$ cat src/core/dcc_defines.svh
/*
 register offsets, field positions, reset values of the
 dma channel control and interrupt slice; definitions only
*/
`ifndef DCC_DEFINES_SVH
`define DCC_DEFINES_SVH
// ==========================================
// widths
`define DCC_NCH 3
`define DCC_AW 32
`define DCC_DW 32
// ==========================================
// offsets
`define DCC_OFS_ALT_SET 32'h40800030
`define DCC_OFS_PRI_CLR 32'h40800034
`define DCC_OFS_PRIORITY_HIGH_SET 32'h40800038
`define DCC_OFS_PRIORITY_DEFAULT_CLEAR 32'h4080003C
`define DCC_OFS_ERR_CLR 32'h4080004C
`define DCC_OFS_IRQ_EN 32'h40800050
`define DCC_OFS_IRQ_PEND 32'h40800054
// ==========================================
// fields
`define DCC_ERR_BIT 3
`define DCC_IRQ_W 4
// ==========================================
// reset values
`define DCC_RST_CH 3'h0
`define DCC_RST_IRQ 4'h0
`define DCC_RST_ERR 1'h0
`define DCC_RST_DATA 32'h00000000
`endif

$ cat src/core/dcc_pkg.sv
/*
 types of the dma channel control and interrupt slice
 assumes nothing beyond the defines header
*/
package dcc_pkg;
  // ==========================================
  // dma cycle type of a channel, one-hot
  typedef enum logic [3:0] {
    DCC_BASIC = 4'h1,
    DCC_PING_PONG = 4'h2,
    DCC_MEM_SG = 4'h4,
    DCC_PER_SG = 4'h8
  } dcc_mode_e;
  typedef logic [2:0] dcc_ch_t;
endpackage

$ cat src/core/dcc_ctrl.sv
/*
 dma channel control slice: structure select, priority,
 bus error flag, interrupt enable and pending bits.
 assumes a single clock, a plain register port and a
 transfer engine that pulses struct done and bus error.
*/
// What this block does
// RULE1: writing 1 to bit n of primary_select_clear puts channel n on primary.
// RULE2: in scatter-gather cycles, finishing the four primary transfers flips the select.
// RULE3: in ping-pong and memory scatter-gather, finishing alternate flips the select.
// RULE4: priority_high_set reads the priority bits, 1 sets high, resets to zero.
// RULE5: writing 1 to bit n of priority_default_clear returns n to default.
// RULE6: bit 0 of bus_error_flag_clear reads the flag, and a 1 written clears it.
// RULE7: a bus error in the clearing cycle keeps the flag set.
// RULE8: irq_enable holds error enable in bit 3 and done enables in 2:0, reset 0.
// RULE9: pending bits set on rising edges of bus error flag and channel done.
// RULE10: the interrupt is high while any pending bit has its enable set.
// RULE11: reading irq_pending leaves the pending bits alone.
// RULE12: writing irq_pending clears exactly the bits written as 1.
// RULE13: irq_pending has error in bit 3 and done in 2:0, resetting to zero.
// RULE14: the alternate select set register reads the select, 1 sets alternate.
// RULE15: a pending set in the same cycle as its clear wins.
`timescale 1ns/1ps
`include "dcc_defines.svh"
module dcc_ctrl (
  input wire logic clk,
  input wire logic rst_n,
  input wire logic [`DCC_AW-1:0] addr,
  input wire logic [`DCC_DW-1:0] wdata,
  input wire logic wr,
  input wire logic rd,
  output logic [`DCC_DW-1:0] rdata,
  input wire dcc_pkg::dcc_mode_e ch0_mode,
  input wire dcc_pkg::dcc_mode_e ch1_mode,
  input wire dcc_pkg::dcc_mode_e ch2_mode,
  input wire logic [`DCC_NCH-1:0] struct_done,
  input wire logic [`DCC_NCH-1:0] ch_done,
  input wire logic bus_err_resp,
  output logic [`DCC_NCH-1:0] alt_select,
  output logic [`DCC_NCH-1:0] priority_high,
  output logic bus_err_flag,
  output logic irq
);
  // ==========================================
  // address decode
  logic sel_alt_set;
  logic sel_pri_clr;
  logic sel_priority_high_set;
  logic sel_priority_default_clear;
  logic sel_err;
  logic sel_en;
  logic sel_pend;
  assign sel_alt_set = (addr == `DCC_OFS_ALT_SET);
  assign sel_pri_clr = (addr == `DCC_OFS_PRI_CLR);
  assign sel_priority_high_set = (addr == `DCC_OFS_PRIORITY_HIGH_SET);
  assign sel_priority_default_clear = (addr == `DCC_OFS_PRIORITY_DEFAULT_CLEAR);
  assign sel_err = (addr == `DCC_OFS_ERR_CLR);
  assign sel_en = (addr == `DCC_OFS_IRQ_EN);
  assign sel_pend = (addr == `DCC_OFS_IRQ_PEND);

  logic [`DCC_NCH-1:0] wch;
  assign wch = wdata[`DCC_NCH-1:0];

  // ==========================================
  // structure select
  // cycle type per channel, held steady by the engine
  dcc_pkg::dcc_mode_e mode [`DCC_NCH];
  assign mode[0] = ch0_mode;
  assign mode[1] = ch1_mode;
  assign mode[2] = ch2_mode;

  logic [`DCC_NCH-1:0] alt_reg;
  logic [`DCC_NCH-1:0] alt_next;
  logic [`DCC_NCH-1:0] flip;

  genvar g;
  generate
    for (g = 0; g < `DCC_NCH; g++) begin : g_ch
      logic prim_end;
      logic alt_end;
      // primary end: four sg transfers, or a ping-pong half
      assign prim_end = struct_done[g] && !alt_reg[g] &&
        (mode[g] == dcc_pkg::DCC_MEM_SG ||
         mode[g] == dcc_pkg::DCC_PER_SG ||
         mode[g] == dcc_pkg::DCC_PING_PONG); // RULE2
      assign alt_end = struct_done[g] && alt_reg[g] &&
        (mode[g] == dcc_pkg::DCC_PING_PONG ||
         mode[g] == dcc_pkg::DCC_MEM_SG); // RULE3
      assign flip[g] = prim_end || alt_end;
    end
  endgenerate

  // software writes win over a hardware flip
  always_comb begin
    alt_next = alt_reg ^ flip;
    if (wr && sel_alt_set) begin
      alt_next = alt_reg | wch; // RULE14
    end else if (wr && sel_pri_clr) begin
      alt_next = alt_reg & ~wch; // RULE1
    end
  end

  always_ff @(posedge clk) begin
    if (!rst_n) begin
      alt_reg <= `DCC_RST_CH;
    end else begin
      alt_reg <= alt_next;
    end
  end
  assign alt_select = alt_reg;

  // ==========================================
  // priority
  // set and clear sit at two addresses, so never collide
  logic [`DCC_NCH-1:0] prio_reg;
  always_ff @(posedge clk) begin
    if (!rst_n) begin
      prio_reg <= `DCC_RST_CH; // RULE4
    end else if (wr && sel_priority_high_set) begin
      prio_reg <= prio_reg | wch; // RULE4
    end else if (wr && sel_priority_default_clear) begin
      prio_reg <= prio_reg & ~wch; // RULE5
    end
  end
  assign priority_high = prio_reg;

  // ==========================================
  // bus error flag
  logic err_reg;
  logic err_clr;
  // a new error outranks a clear in the same cycle
  assign err_clr = wr && sel_err && wdata[0];
  always_ff @(posedge clk) begin
    if (!rst_n) begin
      err_reg <= `DCC_RST_ERR;
    end else begin
      err_reg <= bus_err_resp || (err_reg && !err_clr); // RULE7
    end
  end
  assign bus_err_flag = err_reg;

  // ==========================================
  // interrupt enable and pending
  logic [`DCC_IRQ_W-1:0] en_reg;
  logic [`DCC_IRQ_W-1:0] pend_reg;
  logic [`DCC_IRQ_W-1:0] src;
  logic [`DCC_IRQ_W-1:0] src_q;
  logic [`DCC_IRQ_W-1:0] rise;
  logic [`DCC_IRQ_W-1:0] pend_clr;

  always_ff @(posedge clk) begin
    if (!rst_n) begin
      en_reg <= `DCC_RST_IRQ; // RULE8
    end else if (wr && sel_en) begin
      en_reg <= wdata[`DCC_IRQ_W-1:0]; // RULE8
    end
  end

  // every source idles low, so reset makes no false edge
  assign src = {err_reg, ch_done};
  always_ff @(posedge clk) begin
    if (!rst_n) begin
      src_q <= `DCC_RST_IRQ;
    end else begin
      src_q <= src;
    end
  end
  assign rise = src & ~src_q; // RULE9

  // a rise outranks a clear in the same cycle
  assign pend_clr = (wr && sel_pend) ?
    wdata[`DCC_IRQ_W-1:0] : `DCC_RST_IRQ;

  always_ff @(posedge clk) begin
    if (!rst_n) begin
      pend_reg <= `DCC_RST_IRQ; // RULE13
    end else begin
      pend_reg <= rise | (pend_reg & ~pend_clr); // RULE12 RULE15
    end
  end

  assign irq = |(pend_reg & en_reg); // RULE10

  // ==========================================
  // read port
  // read data stand one cycle, zero otherwise
  logic [`DCC_DW-1:0] rdata_reg;
  logic [`DCC_DW-1:0] rd_val;
  always_comb begin
    rd_val = `DCC_RST_DATA;
    if (sel_alt_set) begin
      rd_val[`DCC_NCH-1:0] = alt_reg; // RULE14
    end else if (sel_priority_high_set) begin
      rd_val[`DCC_NCH-1:0] = prio_reg; // RULE4
    end else if (sel_err) begin
      rd_val[0] = err_reg; // RULE6
    end else if (sel_en) begin
      rd_val[`DCC_IRQ_W-1:0] = en_reg; // RULE8
    end else if (sel_pend) begin
      rd_val[`DCC_IRQ_W-1:0] = pend_reg; // RULE11 RULE13
    end
  end

  always_ff @(posedge clk) begin
    if (!rst_n) begin
      rdata_reg <= `DCC_RST_DATA;
    end else if (rd) begin
      rdata_reg <= rd_val;
    end else begin
      rdata_reg <= `DCC_RST_DATA;
    end
  end
  assign rdata = rdata_reg;

  // ==========================================
  // checks
  property p_pri_clr;
    @(posedge clk) disable iff (!rst_n)
    (wr && sel_pri_clr && wdata[0]) |=> !alt_select[0];
  endproperty
  a_pri_clr: assert property (p_pri_clr) // RULE1
    else $error("primary clear did not select primary");

  property p_pri_keep;
    @(posedge clk) disable iff (!rst_n)
    (wr && sel_pri_clr && !wdata[0] && !flip[0])
      |=> $stable(alt_select[0]);
  endproperty
  a_pri_keep: assert property (p_pri_keep) // RULE1
    else $error("zero in primary clear changed select");

  property p_sg_flip;
    @(posedge clk) disable iff (!rst_n)
    (struct_done[1] && !alt_select[1] &&
     (ch1_mode == dcc_pkg::DCC_PER_SG) &&
     !(wr && (sel_alt_set || sel_pri_clr)))
      |=> alt_select[1];
  endproperty
  a_sg_flip: assert property (p_sg_flip) // RULE2
    else $error("scatter-gather primary end did not flip");

  property p_alt_flip;
    @(posedge clk) disable iff (!rst_n)
    (struct_done[0] && alt_select[0] &&
     (ch0_mode == dcc_pkg::DCC_PING_PONG) &&
     !(wr && (sel_alt_set || sel_pri_clr)))
      |=> !alt_select[0];
  endproperty
  a_alt_flip: assert property (p_alt_flip) // RULE3
    else $error("alternate end did not flip back");

  property p_basic_hold;
    @(posedge clk) disable iff (!rst_n)
    ((ch1_mode == dcc_pkg::DCC_BASIC) && !wr)
      |=> $stable(alt_select[1]);
  endproperty
  a_basic_hold: assert property (p_basic_hold) // RULE2
    else $error("basic cycle changed select");

  property p_priority_high_set;
    @(posedge clk) disable iff (!rst_n)
    (rd && sel_priority_high_set)
      |=> (rdata == {29'h0, $past(priority_high, 1)});
  endproperty
  a_priority_high_set: assert property (p_priority_high_set) // RULE4
    else $error("priority read back wrong");

  property p_prio_up;
    @(posedge clk) disable iff (!rst_n)
    (wr && sel_priority_high_set)
      |=> ((priority_high & $past(wch)) == $past(wch));
  endproperty
  a_prio_up: assert property (p_prio_up) // RULE4
    else $error("priority set bit not raised");

  property p_priority_default_clear;
    @(posedge clk) disable iff (!rst_n)
    (wr && sel_priority_default_clear) |=> ((priority_high & $past(wch)) == 3'h0)
      && ((priority_high & ~$past(wch)) ==
          ($past(priority_high) & ~$past(wch)));
  endproperty
  a_priority_default_clear: assert property (p_priority_default_clear) // RULE5
    else $error("priority clear wrong");

  property p_err_read;
    @(posedge clk) disable iff (!rst_n)
    (rd && sel_err) |=> (rdata == {31'h0, $past(bus_err_flag)});
  endproperty
  a_err_read: assert property (p_err_read) // RULE6
    else $error("bus error read wrong");

  property p_err_clr;
    @(posedge clk) disable iff (!rst_n)
    (err_clr && !bus_err_resp) |=> !bus_err_flag;
  endproperty
  a_err_clr: assert property (p_err_clr) // RULE6
    else $error("bus error flag not cleared");

  property p_err_win;
    @(posedge clk) disable iff (!rst_n)
    (bus_err_resp && err_clr) |=> bus_err_flag ##1 bus_err_flag
      || $past(err_clr);
  endproperty
  a_err_win: assert property (p_err_win) // RULE7
    else $error("clear beat a new bus error");

  property p_en_rd;
    @(posedge clk) disable iff (!rst_n)
    (wr && sel_en) ##1 !wr ##1 (rd && sel_en)
      |=> (rdata[`DCC_IRQ_W-1:0] == $past(wdata[3:0], 3));
  endproperty
  a_en_rd: assert property (p_en_rd) // RULE8
    else $error("enable register read back wrong");

  property p_done_rise;
    @(posedge clk) disable iff (!rst_n)
    $rose(ch_done[1]) |=> pend_reg[1];
  endproperty
  a_done_rise: assert property (p_done_rise) // RULE9
    else $error("done rise did not set pending");

  property p_err_rise;
    @(posedge clk) disable iff (!rst_n)
    $rose(bus_err_flag) |=> pend_reg[`DCC_ERR_BIT];
  endproperty
  a_err_rise: assert property (p_err_rise) // RULE9
    else $error("error rise did not set pending");

  property p_irq;
    @(posedge clk) disable iff (!rst_n)
    irq == ((pend_reg & en_reg) != 4'h0);
  endproperty
  a_irq: assert property (p_irq) // RULE10
    else $error("interrupt does not match pending and enable");

  property p_pend_rd;
    @(posedge clk) disable iff (!rst_n)
    (rd && sel_pend) |=> (pend_reg & ~$past(rise)) ==
      ($past(pend_reg) & ~$past(rise))
      ##0 (rdata[3:0] == $past(pend_reg));
  endproperty
  a_pend_rd: assert property (p_pend_rd) // RULE11
    else $error("pending read altered bits");

  property p_pend_w1c;
    @(posedge clk) disable iff (!rst_n)
    (wr && sel_pend && rise == 4'h0) |=>
      pend_reg == ($past(pend_reg) & ~$past(wdata[3:0]));
  endproperty
  a_pend_w1c: assert property (p_pend_w1c) // RULE12
    else $error("pending write did not clear exact bits");

  property p_set_wins;
    @(posedge clk) disable iff (!rst_n)
    (wr && sel_pend && wdata[0] && rise[0]) |=> pend_reg[0];
  endproperty
  a_set_wins: assert property (p_set_wins) // RULE15
    else $error("clear beat a pending set");

  property p_alt_set;
    @(posedge clk) disable iff (!rst_n)
    (wr && sel_alt_set && wdata[2]) |=> alt_select[2];
  endproperty
  a_alt_set: assert property (p_alt_set) // RULE14
    else $error("alternate set did not select alternate");

  property p_pend_rst;
    @(posedge clk)
    !rst_n |=> (pend_reg == 4'h0) && (en_reg == 4'h0) && !irq;
  endproperty
  a_pend_rst: assert property (p_pend_rst) // RULE13
    else $error("pending or enable not zero after reset");

endmodule

$ cat config.mk
export PLATFORM = sky130hd
export DESIGN_NAME = dcc_ctrl
export DESIGN_NICKNAME = d
export VERILOG_FILES = /design/src/core/dcc_pkg.sv /design/src/core/dcc_ctrl.sv
export VERILOG_INCLUDE_DIRS = /design/src /design/src/core
export SDC_FILE = /design/constraint.sdc
export NUM_CORES = 1
export LEC_CHECK = 0
export ABC_AREA = 1
export BUFFER_PORTS_ARGS = -buffer_cell sky130_fd_sc_hd__buf_2
export CORE_ASPECT_RATIO = 0.75
export CORE_UTILIZATION = 38
export DETAILED_ROUTE_END_ITERATION = 12
export GPL_TIMING_DRIVEN = 0
export HOLD_SLACK_MARGIN = 0.1
export PLACE_DENSITY_LB_ADDON = 0.05
export SKIP_LAST_GASP = 1
export SYNTH_ARGS = -nofsm -noshare
export SYNTH_HDL_FRONTEND = slang
export SYNTH_SLANG_ARGS = --single-unit
$ cat constraint.sdc
create_clock -name clk -period 1 [get_ports clk]
set_input_delay 0.05 -clock clk [delete_from_list [all_inputs] [get_ports clk]]
set_output_delay 0.05 -clock clk [all_outputs]
set_load 0.005 [all_outputs]
# After elaboration in Yosys (flattened, before gate mapping)
# Cells that the tools add are included.
# Widths: inputs -> output; s select.
# word_totals
rom_bits,0
output_inout_bits,40
regBits,51
word_cells,92
mem_count,0
latchBits,0
ram_bits,0
inputBits,87
# classes
mux,11
div,0
n_lt_le_gt_ge,0
n_eq_ne,16
n_addsub,0
bitwise_logic,14
n_reduce_logical,42
shift,0
n_mul,0
# ops
operator,count
$eq 32x31->1 const B,7
$logic_and 1x1->1,21
$mux 3,7
$logic_or 1x1->1,13
$and 4x4->4,3
$eq 4x2->1 const B,3
$eq 4x3->1 const B,3
$eq 4x4->1 const B,3
$mux 4,3
$not 4->4,2
$and 3x3->3,2
$or 3x3->3,2
$reduce_or 5->1,1
$logic_not 1->1,4
$or 4x4->4,1
$reduce_or 4->1,1
$not 3->3,1
$xor 3x3->3,1
$not 1->1,2
$reduce_and 2->1,1
$reduce_bool 2->1,1
$mux 1,1

# Logic depth before layout (Yosys ltp)
# depth
ltp_word,8
depth_mapped,11
depth_no_buf,11

# Worst setup path after synthesis
# No wires, ideal clock.
# synth_timing
path_kind,input-to-reg
from,in addr[15]
to,reg pend_reg[2]
path_buffers,0
setup_ps,126
arrival_ps,963
stages,8
path_slack_ps,-88
required_time_ps,874
path_cell_list,nor2_1 > nand2_1 > nor2_4 > nand3_1 > nor2_4 > nand2_2 > o211ai_1 > o21ai_0
# synth_between
elab_chain_cells,6
# synth_lines
item,line,source
from (decl),dcc_ctrl.sv:28,"input wire logic [`DCC_AW-1:0] addr,"
$eq 32x31->1 (no source line),-,
$logic_and 1x1->1,dcc_ctrl.sv:171,assign pend_clr = (wr && sel_pend) ?
$mux 4 (no source line),-,
$not 4->4,dcc_ctrl.sv:178,pend_reg <= rise | (pend_reg & ~pend_clr);
$and 4x4->4,dcc_ctrl.sv:178,
$or 4x4->4,dcc_ctrl.sv:178,
to (signal assigned),dcc_ctrl.sv:176,pend_reg <= `DCC_RST_IRQ;
to (signal assigned),dcc_ctrl.sv:178,
to (decl),dcc_ctrl.sv:145,logic [`DCC_IRQ_W-1:0] pend_reg;
# Every way passes these cells.
# A chain may end at the register's enable or synchronous reset.

# Final worst setup path
# layout_timing
from,in addr[1]
to,"reg rdata_reg[0], in the netlist rdata[0]"
# layout_between
elab_chain_cells,6
word_cells_on_any_way,10
classes_between,5 x eq/ne; 5 x mux
# layout_lines
item,line,source
$eq 32x31->1 (no source line),-,
$mux 4,dcc_ctrl.sv:199,end else if (sel_pend) begin
$mux 4,dcc_ctrl.sv:197,end else if (sel_en) begin
$mux 1,dcc_ctrl.sv:195,end else if (sel_err) begin
$mux 3,dcc_ctrl.sv:193,end else if (sel_priority_high_set) begin
$mux 3 (*),dcc_ctrl.sv:191,if (sel_alt_set) begin
to (signal assigned),dcc_ctrl.sv:206,rdata_reg <= `DCC_RST_DATA;
to (signal assigned),dcc_ctrl.sv:208,rdata_reg <= rd_val;
to (signal assigned),dcc_ctrl.sv:210,rdata_reg <= `DCC_RST_DATA;
to (decl),dcc_ctrl.sv:187,logic [`DCC_DW-1:0] rdata_reg;
# Mark *: on every way between the ends. The rest lies on a longest branch, timed or not.

==> key figures <==
Global route
  • GR Overflow Total: 0
  • Antenna violations before repair: 0
  • First-pass GRT wire length: 8.03 mm
  • Largest net degree at the start of global routing: 13
  • GRT Resource Usage Total: about 19%
  • Vias in the first global route: between 1,500 and 2,000

Die
  • Die area: 5240 um2
  • Die Ht: 63.0 um
  • Core footprint: 4600 um2
  • Starting Density: 41.0%
  • I/O pins: 127
  • Die width: 83.3 um
  • Row Count: 21

Setup path
  • Worst-path cell chain: buf_2 -> nor2_2 -> inv_1 -> nor3_2 -> nand3_1 -> nor2_2 -> inv_2 -> nand3_1 -> nand2_1 -> a21oi_2
  • Crit. End Element: flop
  • Critical path required time: 1.20 ns
  • Highest net fanout along the worst path: 3
  • Worst R2R Start: alt_select[1]
  • Worst path buffer plus inverter count: 3
  • CP top delay family: simple AND/OR/NAND/NOR gates
  • FF-to-FF End: alt_select[1]
  • CP Data Arrival Time: about 1.3 ns
  • Worst Setup Start Kind: primary input
  • WS Path Type: in2reg
  • CP max stage delay: 0.21 ns
  • R2R cell count: 8
  • Critical path's slowest cell: nor3_2
  • R2r setup slk: -0.03 ns

Pwr
  • Pwr Total: 2.19 mW
  • Leakage: 1.60 nW
  • P per Cell Area: 725 nW/um2
  • Max VDD drop: ~0.0005 V

STA
  • Tcrit/Tclk final: 108%
  • Unrepaired setup endpoints after global routing: true
  • Final hold viol count: 0
  • Setup Viol. Count Final: 17
  • F_max: 925 MHz
  • Fin crit period: 1.08 ns
  • Final worst setup slack: -0.0816 ns
  • Worst Skew: 0.00413 ns
  • Max-slew violations: 0

Clock network
  • H-tree depth: 1
  • Clock Tree Buf Depth: 2
  • Num CTS Buffers: 3
  • Total clock sinks: 23
  • CTS Root Cell: clkbuf_8
  • CTS tree: built
  • Clk pin slew, worst setup/hold paths: 0.08 ns
  • Clk_lat worst skew: ~0.26 ns

Drt
  • DRT iter0 DRCs: 86
  • Initial DRT Pass Iterations: 5
  • Routed wire length: 5.20 mm
  • Residual DRC: 0
  • Post-route ant nets: 0
  • Detail-routed net length per standard cell: approximately 10 um
  • Vias: 2,233
  • Via density: ~4.5

Placement
  • Routability Congestion: approximately 0.84
  • Hpwl dp: 3.82 mm
  • Placed instance count: 467
  • Port Buffers: 70

Synthesis
  • Sequential share of the synthesized area: 24.5%
  • Synth Area per Inst: 6.02 um2
  • Post-synthesis cell type count: 23
  • Post-synthesis register bit count: 23
  • Post-Syn Area: 1880 um2
  • Gate Count Post-Synth: 313
  • Yosys Warn Count: 0

Job
  • Max-cap violations: 0

Finish
  • Area delta synth->final: 60.1%
  • Multi-input logic area: 1320 um2
  • Share of layout cells above drive strength 1: about two fifths
  • FILL cells: between 400 and 500
  • Non-Filler Instances: 500
  • Antenna cells: 0
  • Final nets: 531
  • Area taken by flip-flops and latches: 472 um2

Hold path
  • Hold Startpoint: wdata[0]
  • Hold path depth: 3
  • Worst hold path class: in2reg
  • Hold EP: en_reg[0]

Run status
  • Status: finished with violations
  • Failing checks: negative setup slack
## repair_timing
item	CTS	global route
pin swaps	21	25
hold endpoints to repair	10	1
setup endpoints to repair	15	19
buffers inserted	10	11
hold buffers	7	1
gates resized for setup	25	46
## layout by cell type (no fill, tap or decap), drive strengths merged
master	netlist	routed
nor4	1	1
dfxtp	23	23
o211ai	4	4
dlygate4sd3	0	8
a21oi	13	13
inv	54	54
nor3	7	7
o21ai	21	21
conb	1	28
nand3b	1	1
nor2	42	42
clkbuf	0	4
a31oi	2	2
buf	30	121
nand3	30	30
nand2	73	73
nand4	11	11
## worst register-to-register path: cells and delay by family (launching register included)
| family | cells | cell delay, ns |
|---|---|---|
| flip-flops | 1 | 0.35 |
| AO/OA/AOI/OAI | 3 | 0.29 |
| AND/OR/NAND/NOR | 5 | 0.28 |
## power breakdown
part	leakage, nW	internal (mW)	switching (mW)
clock	0.0228	0.285	0.291
sequential	0.190	0.947	0.0245
combinational	1.38	0.326	0.312
total	1.60	1.56	0.628
## metrics by stage
stage                     hold WS [ns]  utilization (%)  TNS, ns  setup WS (ns)  cell area [um2]
after floorplan                  0.156                -   -0.435        -0.0627             2050
after global placement           0.243             53.7    -5.42         -0.366             2470
after detailed placement         0.248             53.7    -5.96         -0.452             2470
after CTS                       0.0820             59.7  -0.0783        -0.0303             2750
after global routing             0.132             65.6    -2.04         -0.159             3020
final                            0.116             65.6   -0.579        -0.0816             3020
## synth_stat cells
| library cell | n | share of area (%) |
|---|---|---|
| nor2_8 | 1 | 1.1 |
| nand2_4 | 2 | 1.2 |
| nor2_4 | 3 | 1.8 |
| conb_1 | 1 | 0.20 |
| nand2_1 | 69 | 14 |
| nor3_2 | 3 | 1.6 |
| nand4_1 | 11 | 3.7 |
| nor4_1 | 1 | 0.33 |
| o21ai_0 | 19 | 5.0 |
| buf_2 | 2 | 0.53 |
| a21oi_1 | 13 | 3.5 |
| inv_1 | 54 | 11 |
| o211ai_1 | 4 | 1.6 |
| a31oi_1 | 2 | 0.66 |
| o21ai_1 | 2 | 0.53 |
| nor2_1 | 34 | 6.8 |
| nor3_1 | 4 | 1.1 |
| nand3_1 | 30 | 8.0 |
| nand2_2 | 2 | 0.66 |
| dfxtp_1 | 23 | 24 |
| nand3b_1 | 1 | 0.40 |
| buf_4 | 28 | 11 |
| nor2_2 | 4 | 1.3 |
## layout make-up
type | instances | area share, %
flip-flops and latches | 23 | 15.6
inverters | 54 | 6.72
repair buffers | 99 | 22.7
multi-input cells | 233 | 43.8
clock buffers | 4 | 1.49
plain buffers | 30 | 7.30
well taps | 57 | 2.37
## layer usage
metal  vias up  track usage, %  wire length [um]
met3         4            3.17               291
li1       1205               -                 -
met4         0            4.53                43
met1       953            24.6              2420
met2        71            31.5              2440
met5         -               0                 0
## cells by family after synthesis
kind of cell | Yosys count | synth area share [%]
compound gates | 40 | 11.3
flops | 23 | 24.5
buf+inv | 84 | 22.5
other cells | 1 | 0.199
simple gates | 165 | 41.6
## how the worst max path moves through the flow
stage                   from            end  slack (ns)  cells past startpoint
2_1_floorplan        addr[9]    pend_reg[3]       -0.06                      8
3_3_place_gp         addr[9]    pend_reg[3]       -0.37                      9
3_5_place_dp         addr[1]   bus_err_flag       -0.45                      9
4_1_cts        alt_select[1]  alt_select[1]       -0.03                      8
5_1_grt             addr[26]      en_reg[0]       -0.16                     10
6_report             addr[1]       rdata[0]       -0.08                     10
(Power assumes the default switching activity.)
